### src/pkg/tec_pkg.sv
// Summary of operation
// - Two 8-bit up-counters, pin or internal clock
// - Counter 1 internal clock is system/4
// - Counter 0 prescaler divides 1 to 128
// - Value write stores preload, read gives count
// - Mode bits 7:6: event, timer, pulse width
// - Pulse mode counts internal ticks during level
// - Overflow past FFH reloads and sets flag
// - Pulse mode starts on edge, stops, clears run
// - Result holds until run set again
// - Pulse mode overflow also reloads and flags
// - Run bit 4; hardware clears only in pulse
// - Bit 3 selects rising or falling edge
// - Any overflow raises wake-up
// - Selected counter overflow drives divider output
// - Port A bit 3 enables divider output
// - Interrupt enable zero blocks interrupt request
// - Stopped write loads counter, running only preload
// - Reading value blocks that tick
// - Counter 1 control same layout, low bits zero
package tec_pkg;
  localparam logic [7:0] ADDR_C0_VALUE = 8'h0d;
  localparam logic [7:0] ADDR_C0_CONTROL = 8'h0e;
  localparam logic [7:0] ADDR_C1_VALUE = 8'h10;
  localparam logic [7:0] ADDR_C1_CONTROL = 8'h11;
  localparam logic [7:0] ADDR_IRQ_CONTROL_A = 8'h0b;
  localparam logic [7:0] ADDR_IRQ_CONTROL_B = 8'h1e;
  localparam logic [7:0] ADDR_PORT_A = 8'h12;
  localparam int EDGE_BIT = 3;
  localparam int RUN_BIT = 4;
  localparam int MODE_LSB = 6;
  localparam int RATE_LSB = 0;
  localparam int C0_FLAG_BIT = 6;
  localparam int C0_IEN_BIT = 2;
  localparam int C1_FLAG_BIT = 4;
  localparam int C1_IEN_BIT = 0;
  localparam int PA_PFD_BIT = 3;
  localparam logic [7:0] C0_CTRL_MASK = 8'hdf;
  localparam logic [7:0] C1_CTRL_MASK = 8'hd8;
  localparam logic [7:0] CTRL_RESET = 8'h08;
  localparam logic [7:0] PORT_A_RESET = 8'hff;
  localparam logic [1:0] C1_DIV_LAST = 2'h3;
  localparam logic [1:0] MODE_EVENT = 2'h1;
  localparam logic [1:0] MODE_TIMER = 2'h2;
  localparam logic [1:0] MODE_PULSE = 2'h3;
endpackage

### src/design/dual_timer_event_counter.sv
// Chosen here: the plain strobed port.
`timescale 1ns/1ps
module dual_timer_event_counter #(
  parameter bit PFD_SRC_C1 = 1'b0
) (
  input wire logic CLK,
  input wire logic RST,
  input wire logic [7:0] ADDR,
  input wire logic [7:0] WDATA,
  input wire logic WR,
  input wire logic RD,
  output logic [7:0] RDATA,
  input wire logic [1:0] CNT_PIN,
  output logic [1:0] IRQ,
  output logic WAKE,
  output logic PORT_A_BIT3
);
  import tec_pkg::*;

  // ==========================================================
  // Shared state
  logic [7:0] control [2];
  logic [7:0] count [2];
  logic [7:0] preload [2];
  logic [7:0] irq_control_a;
  logic [7:0] irq_control_b;
  logic [7:0] port_a;
  logic [6:0] prescale;
  logic [1:0] div4;
  logic [1:0] sync1, sync2, sync3, level;
  logic [1:0] ovf;
  logic [1:0] hw_clear_run;
  logic [1:0] prescaled_clock;
  logic freq_divider_out;
  logic [7:0] next_rdata;

  // ==========================================================
  // Internal clock sources
  always_ff @(posedge CLK or posedge RST) begin
    if (RST) begin
      prescale <= '0;
      div4 <= '0;
    end else begin
      prescale <= prescale + 7'h01;
      div4 <= div4 + 2'h1;
    end
  end

  // Tick when all prescaler bits below the selected stage are ones
  always_comb begin
    logic [2:0] rate;
    logic [7:0] low_mask;
    rate = control[0][RATE_LSB +: 3];
    low_mask = (8'h01 << rate) - 8'h01;
    prescaled_clock[0] = ((prescale & low_mask[6:0]) == low_mask[6:0]);
    prescaled_clock[1] = (div4 == C1_DIV_LAST);
  end

  // ==========================================================
  // Pin synchronisers, change accepted once stages two and three agree
  always_ff @(posedge CLK or posedge RST) begin
    if (RST) begin
      sync1 <= '0;
      sync2 <= '0;
      sync3 <= '0;
      level <= '0;
    end else begin
      sync1 <= CNT_PIN;
      sync2 <= sync1;
      sync3 <= sync2;
      // Hold the last agreed level while the two late stages differ
      level <= (sync2 == sync3) ? sync2 : level;
    end
  end

  // ==========================================================
  // Counters
  genvar g;
  generate
    for (g = 0; g < 2; g++) begin : g_cnt
      logic prev;
      logic armed;
      logic busy;
      logic [1:0] mode;
      logic run;
      logic active_edge;
      logic return_edge;
      logic tick;
      logic read_block;
      logic is_val_wr;
      logic [7:0] val_addr;
      assign val_addr = (g == 0) ? ADDR_C0_VALUE : ADDR_C1_VALUE;
      assign mode = control[g][MODE_LSB +: 2];
      assign run = control[g][RUN_BIT];
      // Edge select 0 means low-to-high
      assign active_edge = control[g][EDGE_BIT] ?
        (prev & ~level[g]) : (~prev & level[g]);
      assign return_edge = control[g][EDGE_BIT] ?
        (~prev & level[g]) : (prev & ~level[g]);
      assign read_block = RD && (ADDR == val_addr);
      assign is_val_wr = WR && (ADDR == val_addr);
      always_comb begin
        unique case (mode)
          MODE_EVENT: tick = active_edge;
          MODE_TIMER: tick = prescaled_clock[g];
          MODE_PULSE: tick = busy && prescaled_clock[g];
          default: tick = 1'b0;
        endcase
      end

      always_ff @(posedge CLK or posedge RST) begin
        if (RST) begin
          prev <= 1'b0;
        end else begin
          prev <= level[g];
        end
      end

      // Pulse measurement: armed by run, busy between the two edges
      always_ff @(posedge CLK or posedge RST) begin
        if (RST) begin
          busy <= 1'b0;
          armed <= 1'b0;
        end else if (mode != MODE_PULSE || !run) begin
          // Arm while idle so that setting run starts one measurement
          busy <= 1'b0;
          armed <= 1'b1;
        end else if (busy && return_edge) begin
          busy <= 1'b0;
          armed <= 1'b0;
        end else if (armed && !busy && active_edge) begin
          busy <= 1'b1;
        end
      end
      // Completed measurement clears run; armed returns high once run is low
      assign hw_clear_run[g] = (mode == MODE_PULSE) && busy &&
        return_edge;

      always_ff @(posedge CLK or posedge RST) begin
        if (RST) begin
          count[g] <= '0;
          preload[g] <= '0;
          ovf[g] <= 1'b0;
        end else begin
          ovf[g] <= 1'b0;
          if (is_val_wr) begin
            preload[g] <= WDATA;
          end
          if (is_val_wr && !run) begin
            count[g] <= WDATA;
          end else if (run && tick && !read_block) begin
            if (count[g] == 8'hff) begin
              // Reload takes the old preload when a write coincides
              count[g] <= preload[g];
              ovf[g] <= 1'b1;
            end else begin
              count[g] <= count[g] + 8'h01;
            end
          end
        end
      end
    end
  endgenerate

  // ==========================================================
  // Register writes
  always_ff @(posedge CLK or posedge RST) begin
    if (RST) begin
      control[0] <= CTRL_RESET;
      control[1] <= CTRL_RESET;
    end else begin
      if (WR && ADDR == ADDR_C0_CONTROL) begin
        control[0] <= WDATA & C0_CTRL_MASK;
      end else if (hw_clear_run[0]) begin
        control[0][RUN_BIT] <= 1'b0;
      end
      if (WR && ADDR == ADDR_C1_CONTROL) begin
        control[1] <= WDATA & C1_CTRL_MASK;
      end else if (hw_clear_run[1]) begin
        control[1][RUN_BIT] <= 1'b0;
      end
    end
  end

  // Overflow flags: set wins over a software clear
  always_ff @(posedge CLK or posedge RST) begin
    if (RST) begin
      irq_control_a <= '0;
      irq_control_b <= '0;
    end else begin
      if (WR && ADDR == ADDR_IRQ_CONTROL_A) begin
        irq_control_a <= WDATA;
      end
      if (WR && ADDR == ADDR_IRQ_CONTROL_B) begin
        irq_control_b <= WDATA & 8'h77;
      end
      if (ovf[0]) begin
        irq_control_a[C0_FLAG_BIT] <= 1'b1;
      end
      if (ovf[1]) begin
        irq_control_b[C1_FLAG_BIT] <= 1'b1;
      end
    end
  end

  always_ff @(posedge CLK or posedge RST) begin
    if (RST) begin
      port_a <= PORT_A_RESET;
    end else if (WR && ADDR == ADDR_PORT_A) begin
      port_a <= WDATA;
    end
  end

  // ==========================================================
  // Outputs
  always_ff @(posedge CLK or posedge RST) begin
    if (RST) begin
      freq_divider_out <= 1'b0;
    end else if (ovf[PFD_SRC_C1]) begin
      freq_divider_out <= ~freq_divider_out;
    end
  end

  always_ff @(posedge CLK or posedge RST) begin
    if (RST) begin
      PORT_A_BIT3 <= 1'b0;
      WAKE <= 1'b0;
      IRQ <= '0;
    end else begin
      PORT_A_BIT3 <= port_a[PA_PFD_BIT] & freq_divider_out;
      WAKE <= |ovf;
      IRQ[0] <= irq_control_a[C0_FLAG_BIT] &
        irq_control_a[C0_IEN_BIT];
      IRQ[1] <= irq_control_b[C1_FLAG_BIT] &
        irq_control_b[C1_IEN_BIT];
    end
  end

  always_comb begin
    unique case (ADDR)
      ADDR_C0_VALUE: next_rdata = count[0];
      ADDR_C0_CONTROL: next_rdata = control[0];
      ADDR_C1_VALUE: next_rdata = count[1];
      ADDR_C1_CONTROL: next_rdata = control[1];
      ADDR_IRQ_CONTROL_A: next_rdata = irq_control_a;
      ADDR_IRQ_CONTROL_B: next_rdata = irq_control_b;
      ADDR_PORT_A: next_rdata = port_a;
      default: next_rdata = 8'h00;
    endcase
  end

  always_ff @(posedge CLK or posedge RST) begin
    if (RST) begin
      RDATA <= '0;
    end else begin
      RDATA <= RD ? next_rdata : 8'h00;
    end
  end

  // ==========================================================
  // Checks
  a_ctrl_bit5_zero: assert property (@(posedge CLK) disable iff (RST)
    RD && ADDR == ADDR_C0_CONTROL |=> RDATA[5] == 1'b0)
    else $error("control bit 5 not zero");
  a_c1_low_zero: assert property (@(posedge CLK) disable iff (RST)
    control[1][2:0] == 3'h0 && control[1][5] == 1'b0)
    else $error("counter 1 unused bits set");
  a_stopped_load: assert property (@(posedge CLK) disable iff (RST)
    WR && ADDR == ADDR_C0_VALUE && !control[0][RUN_BIT]
    |=> count[0] == $past(WDATA))
    else $error("stopped write did not load counter");
  a_preload_store: assert property (@(posedge CLK) disable iff (RST)
    WR && ADDR == ADDR_C1_VALUE |=> preload[1] == $past(WDATA))
    else $error("preload not stored");
  a_ovf_flag: assert property (@(posedge CLK) disable iff (RST)
    ovf[0] |=> irq_control_a[C0_FLAG_BIT])
    else $error("overflow flag not set");
  a_ovf_reload: assert property (@(posedge CLK) disable iff (RST)
    $rose(ovf[1]) |-> count[1] == $past(preload[1]))
    else $error("overflow did not reload");
  a_wake_follow: assert property (@(posedge CLK) disable iff (RST)
    |ovf |=> WAKE)
    else $error("wake missing after overflow");
  a_irq_gate: assert property (@(posedge CLK) disable iff (RST)
    !irq_control_b[C1_IEN_BIT] |=> !IRQ[1])
    else $error("interrupt passed while disabled");
  a_read_hold: assert property (@(posedge CLK) disable iff (RST)
    RD && ADDR == ADDR_C0_VALUE && !WR |=> count[0] == $past(count[0]))
    else $error("counter moved during read");
  a_timer_div4: assert property (@(posedge CLK) disable iff (RST)
    control[1][MODE_LSB +: 2] == MODE_TIMER && control[1][RUN_BIT] &&
    !WR && !RD && count[1] != 8'hff && div4 == 2'h3
    ##1 !WR && !RD |-> count[1] == $past(count[1]) + 8'h01)
    else $error("counter 1 timer tick missing");
  c_overflow: cover property (@(posedge CLK) disable iff (RST) ovf[0]);
  c_pulse_done: cover property (@(posedge CLK) disable iff (RST)
    hw_clear_run[1]);
  c_pfd_toggle: cover property (@(posedge CLK) disable iff (RST)
    $rose(PORT_A_BIT3));
  c_pulse_start: cover property (@(posedge CLK) disable iff (RST)
    $rose(g_cnt[0].busy));
  c_wake: cover property (@(posedge CLK) disable iff (RST) WAKE);

  // ==========================================================
  // Further checks on control bits, counting, flags, outputs and synchronisers
  a_c0_bit5_store: assert property (@(posedge CLK) disable iff (RST)
    control[0][5] == 1'b0)
    else $error("counter 0 bit 5 set");
  a_hw_run_clear: assert property (@(posedge CLK) disable iff (RST)
    hw_clear_run[0] && !(WR && ADDR == ADDR_C0_CONTROL)
    |=> !control[0][RUN_BIT])
    else $error("run not cleared after measurement");
  a_run_kept: assert property (@(posedge CLK) disable iff (RST)
    control[0][MODE_LSB +: 2] != MODE_PULSE && control[0][RUN_BIT] &&
    !(WR && ADDR == ADDR_C0_CONTROL) |=> control[0][RUN_BIT])
    else $error("run cleared by hardware");
  a_event_step: assert property (@(posedge CLK) disable iff (RST)
    control[0][MODE_LSB +: 2] == MODE_EVENT && control[0][RUN_BIT] &&
    g_cnt[0].active_edge && !WR && !RD && count[0] != 8'hff
    |=> count[0] == $past(count[0]) + 8'h01)
    else $error("event not counted");
  a_stopped_hold: assert property (@(posedge CLK) disable iff (RST)
    !control[0][RUN_BIT] && !WR |=> count[0] == $past(count[0]))
    else $error("stopped counter moved");
  a_running_write: assert property (@(posedge CLK) disable iff (RST)
    WR && ADDR == ADDR_C1_VALUE && control[1][RUN_BIT] &&
    !g_cnt[1].tick |=> count[1] == $past(count[1]))
    else $error("running write loaded counter");
  a_pulse_idle: assert property (@(posedge CLK) disable iff (RST)
    control[0][MODE_LSB +: 2] == MODE_PULSE && !g_cnt[0].busy && !WR
    |=> count[0] == $past(count[0]))
    else $error("pulse result disturbed");
  a_c1_flag: assert property (@(posedge CLK) disable iff (RST)
    ovf[1] |=> irq_control_b[C1_FLAG_BIT])
    else $error("counter 1 flag not set");
  a_pfd_toggle: assert property (@(posedge CLK) disable iff (RST)
    ovf[PFD_SRC_C1] |=> freq_divider_out != $past(freq_divider_out))
    else $error("divider did not toggle");
  a_pfd_gate: assert property (@(posedge CLK) disable iff (RST)
    !port_a[PA_PFD_BIT] |=> !PORT_A_BIT3)
    else $error("divider output while disabled");
  a_irq0_gate: assert property (@(posedge CLK) disable iff (RST)
    !irq_control_a[C0_IEN_BIT] |=> !IRQ[0])
    else $error("counter 0 interrupt while disabled");
  a_irq1_level: assert property (@(posedge CLK) disable iff (RST)
    irq_control_b[C1_FLAG_BIT] && irq_control_b[C1_IEN_BIT] |=> IRQ[1])
    else $error("counter 1 interrupt missing");
  a_wake_only: assert property (@(posedge CLK) disable iff (RST)
    !(|ovf) |=> !WAKE)
    else $error("wake without overflow");
  a_rdata_idle: assert property (@(posedge CLK) disable iff (RST)
    !RD |=> RDATA == 8'h00)
    else $error("read data outside read cycle");
  a_c0_prescale: assert property (@(posedge CLK) disable iff (RST)
    control[0] == 8'h90 && !WR && !RD && count[0] != 8'hff
    |=> count[0] == $past(count[0]) + 8'h01)
    else $error("undivided tick missing");
  a_c1_div_gap: assert property (@(posedge CLK) disable iff (RST)
    control[1][MODE_LSB +: 2] == MODE_TIMER && div4 != C1_DIV_LAST &&
    !WR |=> count[1] == $past(count[1]))
    else $error("counter 1 ticked off the divider");
  a_c0_reload: assert property (@(posedge CLK) disable iff (RST)
    ovf[0] |-> count[0] == $past(preload[0]))
    else $error("counter 0 did not reload");
  a_edge_sync: assert property (@(posedge CLK) disable iff (RST)
    sync2 != sync3 |=> level == $past(level))
    else $error("level moved before stages agreed");
endmodule

### config.mk
export PLATFORM = sky130hd
export DESIGN_NAME = dual_timer_event_counter
export DESIGN_NICKNAME = d
export VERILOG_FILES = /design/src/pkg/tec_pkg.sv /design/src/design/dual_timer_event_counter.sv
export SDC_FILE = /design/constraint.sdc
export NUM_CORES = 1
export LEC_CHECK = 0
export ABC_AREA = 1
export BUFFER_PORTS_ARGS = -buffer_cell sky130_fd_sc_hd__clkbuf_2
export CAP_MARGIN = 20
export CORE_ASPECT_RATIO = 0.8
export CORE_MARGIN = 8
export CORE_UTILIZATION = 60
export DETAILED_ROUTE_END_ITERATION = 10
export PLACE_DENSITY = 0.78
export SLEW_MARGIN = 20
export SYNTH_ARGS = -nofsm -noshare
export SYNTH_HDL_FRONTEND = slang
export SYNTH_SLANG_ARGS = --single-unit
### constraint.sdc
create_clock -name CLK -period 9.4 [get_ports CLK]
set_clock_uncertainty 0.15 [all_clocks]
set_input_delay 2.35 -clock CLK [delete_from_list [all_inputs] [get_ports CLK]]
set_output_delay 2.35 -clock CLK [all_outputs]
set_load 0.005 [all_outputs]
==> results_dict.tcl <==
set metrics [dict create \
    required_ns 9.52 \
    place.gp.congestion 0.9487 \
    root_buffer "clkbuf_8" \
    viasPerCell 5.615 \
    drive_above_1_share 0.1405 \
    cap_violations 0 \
    yosys.area_share.simple 0.2709 \
    grt_max_degree 84 \
    regArea_um2 2590 \
    grt_usage 0.2192 \
    rsz0062_at_grt "false" \
    path_clk_slew_ns 0.09 \
    p_leak_nw 2.830 \
    synth-compound-area-share 0.1154 \
    status "finished, final reports clean" \
    drc 0 \
    cp.buffers_inverters 1 \
    finalHoldWorstSlack_ns 0.2048 \
    clock_sinks 103 \
    crit_slowest_cell "nand2_2" \
    grt_overflow 0 \
    drtIter0Drc 485 \
    routedWlPerCell_um 16.07 \
    max_stage_delay_ns 0.30 \
    arrival_ns 3.87 \
    synth_mux_area_frac 0.004410 \
    die_y_um 98.52 \
    start_util 0.6102 \
    hold_viol_final 0 \
    num_io_pins 34 \
    tritoncts "done" \
    cp-start-kind "primary input" \
    postSynthAreaPerCell_um2 8.107 \
    setup_viol 0 \
    critPathCaptureType "flip-flop" \
    finalWirelength_um 12550 \
    ys_warn_count 0 \
    hpwlAfterDp_um 9219 \
    hold_buffers 0 \
    synthAdderAreaFrac 0.01225 \
    hp-class "flip-flop to flip-flop" \
    n_antenna_cell 0 \
    dieArea_um2 11740 \
    io_buffers 33 \
    tightestPinTransition_ns 0.7232 \
    die_w_um 119.2 \
    ir_worst_vdd_uv 124.1 \
    fin_crit_ns 3.746 \
    crit_family "simple AND/OR/NAND/NOR gates" \
    grt_pass1_wl_um 20630 \
    synth_xor_area_frac 0.02058 \
    ant_nets 0 \
    nFillCells 710 \
    p_per_area_nw_per_um2 151.4 \
    antenna_found_initial 0 \
    cts_buffers 9 \
    path_cells "clkbuf_2 -> nor2_1 -> nand2_2 -> nor2_4 -> nand2_4 -> nor2_8 -> nand2_2 -> o21ai_0 -> o21ai_1 -> nand2_1 -> nand2_1" \
    htree_levels 3 \
    cts_setup_buffers 0 \
    area_delta_synth_final_pct 8.623 \
    crit_type "primary input to flip-flop" \
    insertion_delay_ns 0.38 \
    fp.coreArea_um2 8371 \
    syn_area_um2 5107 \
    cp_max_fo 24 \
    vias 4385 \
    final_max_slew_viol_count 0 \
    max_clock_freq_ghz 0.2669 \
    maxSlewHeadroom 0.5179 \
    multi_input_area_um2 2163 \
    period_share 0.3985 \
    fin_nets 692 \
    ys_ff_latch 103 \
    synth_top_family_by_area "simple AND/OR/NAND/NOR gates" \
    seq_area_frac_synth 0.5071 \
    num_rows 30 \
    synthCells 630 \
    cts-resized-gates 0 \
    grt_pass1_vias 4250 \
    ys_types 35 \
    cts_buffer_depth 2 \
    synth_nets 657 \
    dr.pass1.iters 6 \
    fin_tns_setup_ns 0 \
]
[final cells by class]
type | instances | share of cell area
multi-input cells | 442 | 0.3899
flip-flops and latches | 103 | 0.4668
inverters | 75 | 0.05120
clock inverters | 6 | 0.01263
repair buffers | 34 | 0.03180
well taps | 112 | 0.02526
clock buffers | 9 | 0.02233
[state kept, by name, indices dropped and copies added (netlist names), 6 cells and up]
register and flops:
RDATA 8, control 11, count 16, irq_control_a 8
irq_control_b 6, port_a 8, preload 16, prescale 7
[kinds of logic after synthesis]
family / after synthesis
AND/OR/NAND/NOR: 313
AO/OA/AOI/OAI: 110
multiplexers: 2
XOR/XNOR: 12
buffers and inverters: 85
adder cells (fa/ha/maj): 5
flip-flops: 103
[power breakdown]
group / internal, W / switching (W)
Sequential: 0.000466 / 0.0000174
Combinational: 0.0000250 / 0.0000533
Clock: 0.000124 / 0.000155
[final timing paths]
| check | start | to | slack [ns] | cells past startpoint |
|---|---|---|---|---|
| max reg2reg | control[9]$_DFFE_PP0P_ | count[9]$_DFFE_PP0P_ | 7.05 | 13 |
| max in group asynchronous | RST | count[4]$_DFFE_PP0P_ | 6.37 | 3 |
| min in group asynchronous | RST | sync1[0]$_DFF_PP0_ | 1.75 | 2 |
| max | ADDR[5] | count[8]$_DFFE_PP0P_ | 5.65 | 11 |
| min reg2reg | sync1[1]$_DFF_PP0_ | sync2[1]$_DFF_PP0_ | 0.20 | 0 |
| min | sync1[1]$_DFF_PP0_ | sync2[1]$_DFF_PP0_ | 0.20 | 0 |
[worst register-to-register path, delay by kind of cell, from the launching register on]
family	cells	cell delay, ns
AND/OR/NAND/NOR	11	1.20
flip-flops	1	0.44
adder cells (fa/ha/maj)	1	0.30
AO/OA/AOI/OAI	1	0.15
[per-layer routing]
layer  vias to the layer above  global-route usage  share of wire
li1                       2089                   -              -
met3                        25             0.05543          0.094
met4                         0             0.07081          0.018
met1                      2066              0.2911           0.43
met5                         -                   0              0
met2                       205              0.3437           0.46
[synthesized netlist by cell type]
cell type / count / area share
nand2_1: 189 / 0.14
dfrtp_1: 93 / 0.46
inv_1: 70 / 0.051
o21ai_0: 66 / 0.065
nor2_1: 45 / 0.033
nand3_1: 39 / 0.038
a21oi_1: 17 / 0.017
o21ai_1: 13 / 0.013
dfstp_2: 10 / 0.051
xor2_1: 10 / 0.017
nand2_2: 8 / 0.0098
o22ai_1: 7 / 0.0086
nand4_1: 6 / 0.0074
ha_1: 5 / 0.012
inv_2: 5 / 0.0037
nor3_1: 5 / 0.0049
buf_2: 4 / 0.0039
buf_6: 4 / 0.0088
nor2_4: 4 / 0.0088
or2_2: 4 / 0.0049
o211ai_1: 3 / 0.0044
a31oi_1: 2 / 0.0024
and3_1: 2 / 0.0024
clkbuf_1: 2 / 0.0015
mux2_2: 2 / 0.0044
nand2_4: 2 / 0.0044
nand3_2: 2 / 0.0039
nor2_2: 2 / 0.0024
nor3_2: 2 / 0.0039
xnor2_1: 2 / 0.0034
nand4_2: 1 / 0.0024
nor2_8: 1 / 0.0039
nor3b_1: 1 / 0.0015
o211ai_4: 1 / 0.0042
o221ai_1: 1 / 0.0017
[cell usage in the layout, fill, tap and decap left out, drive strengths merged]
cell,synthesis,layout
a21oi,17,17
a31oi,2,2
and3,2,2
buf,8,1
bufinv,0,1
clkbuf,2,42
clkinv,0,1
clkinvlp,0,2
dfrtp,93,93
dfstp,10,10
ha,5,5
inv,75,77
mux2,2,2
nand2,199,199
nand3,41,41
nand4,7,7
nor2,52,52
nor3,7,7
nor3b,1,1
o211ai,4,4
o21ai,79,79
o221ai,1,1
o22ai,7,7
or2,4,4
xnor2,2,2
xor2,10,10
[metrics by stage]
step | worst slack [ns] | util | cell area [um2] | total power (W) | cells
after global placement | 5.418 | 0.6392 | 5350 | 0.0005637 | 766
after CTS | 5.697 | 0.6623 | 5544 | 0.0008450 | 781
after detailed placement | 5.294 | 0.6392 | 5350 | 0.0005681 | 766
after global routing | 5.489 | 0.6628 | 5548 | 0.0008751 | 781
final | 5.654 | 0.6628 | 5548 | 0.0008401 | 781
after floorplan | 4.213 | - | 5107 | 0.0005381 | 630
No activity file was read; power rests on OpenSTA's default activity.
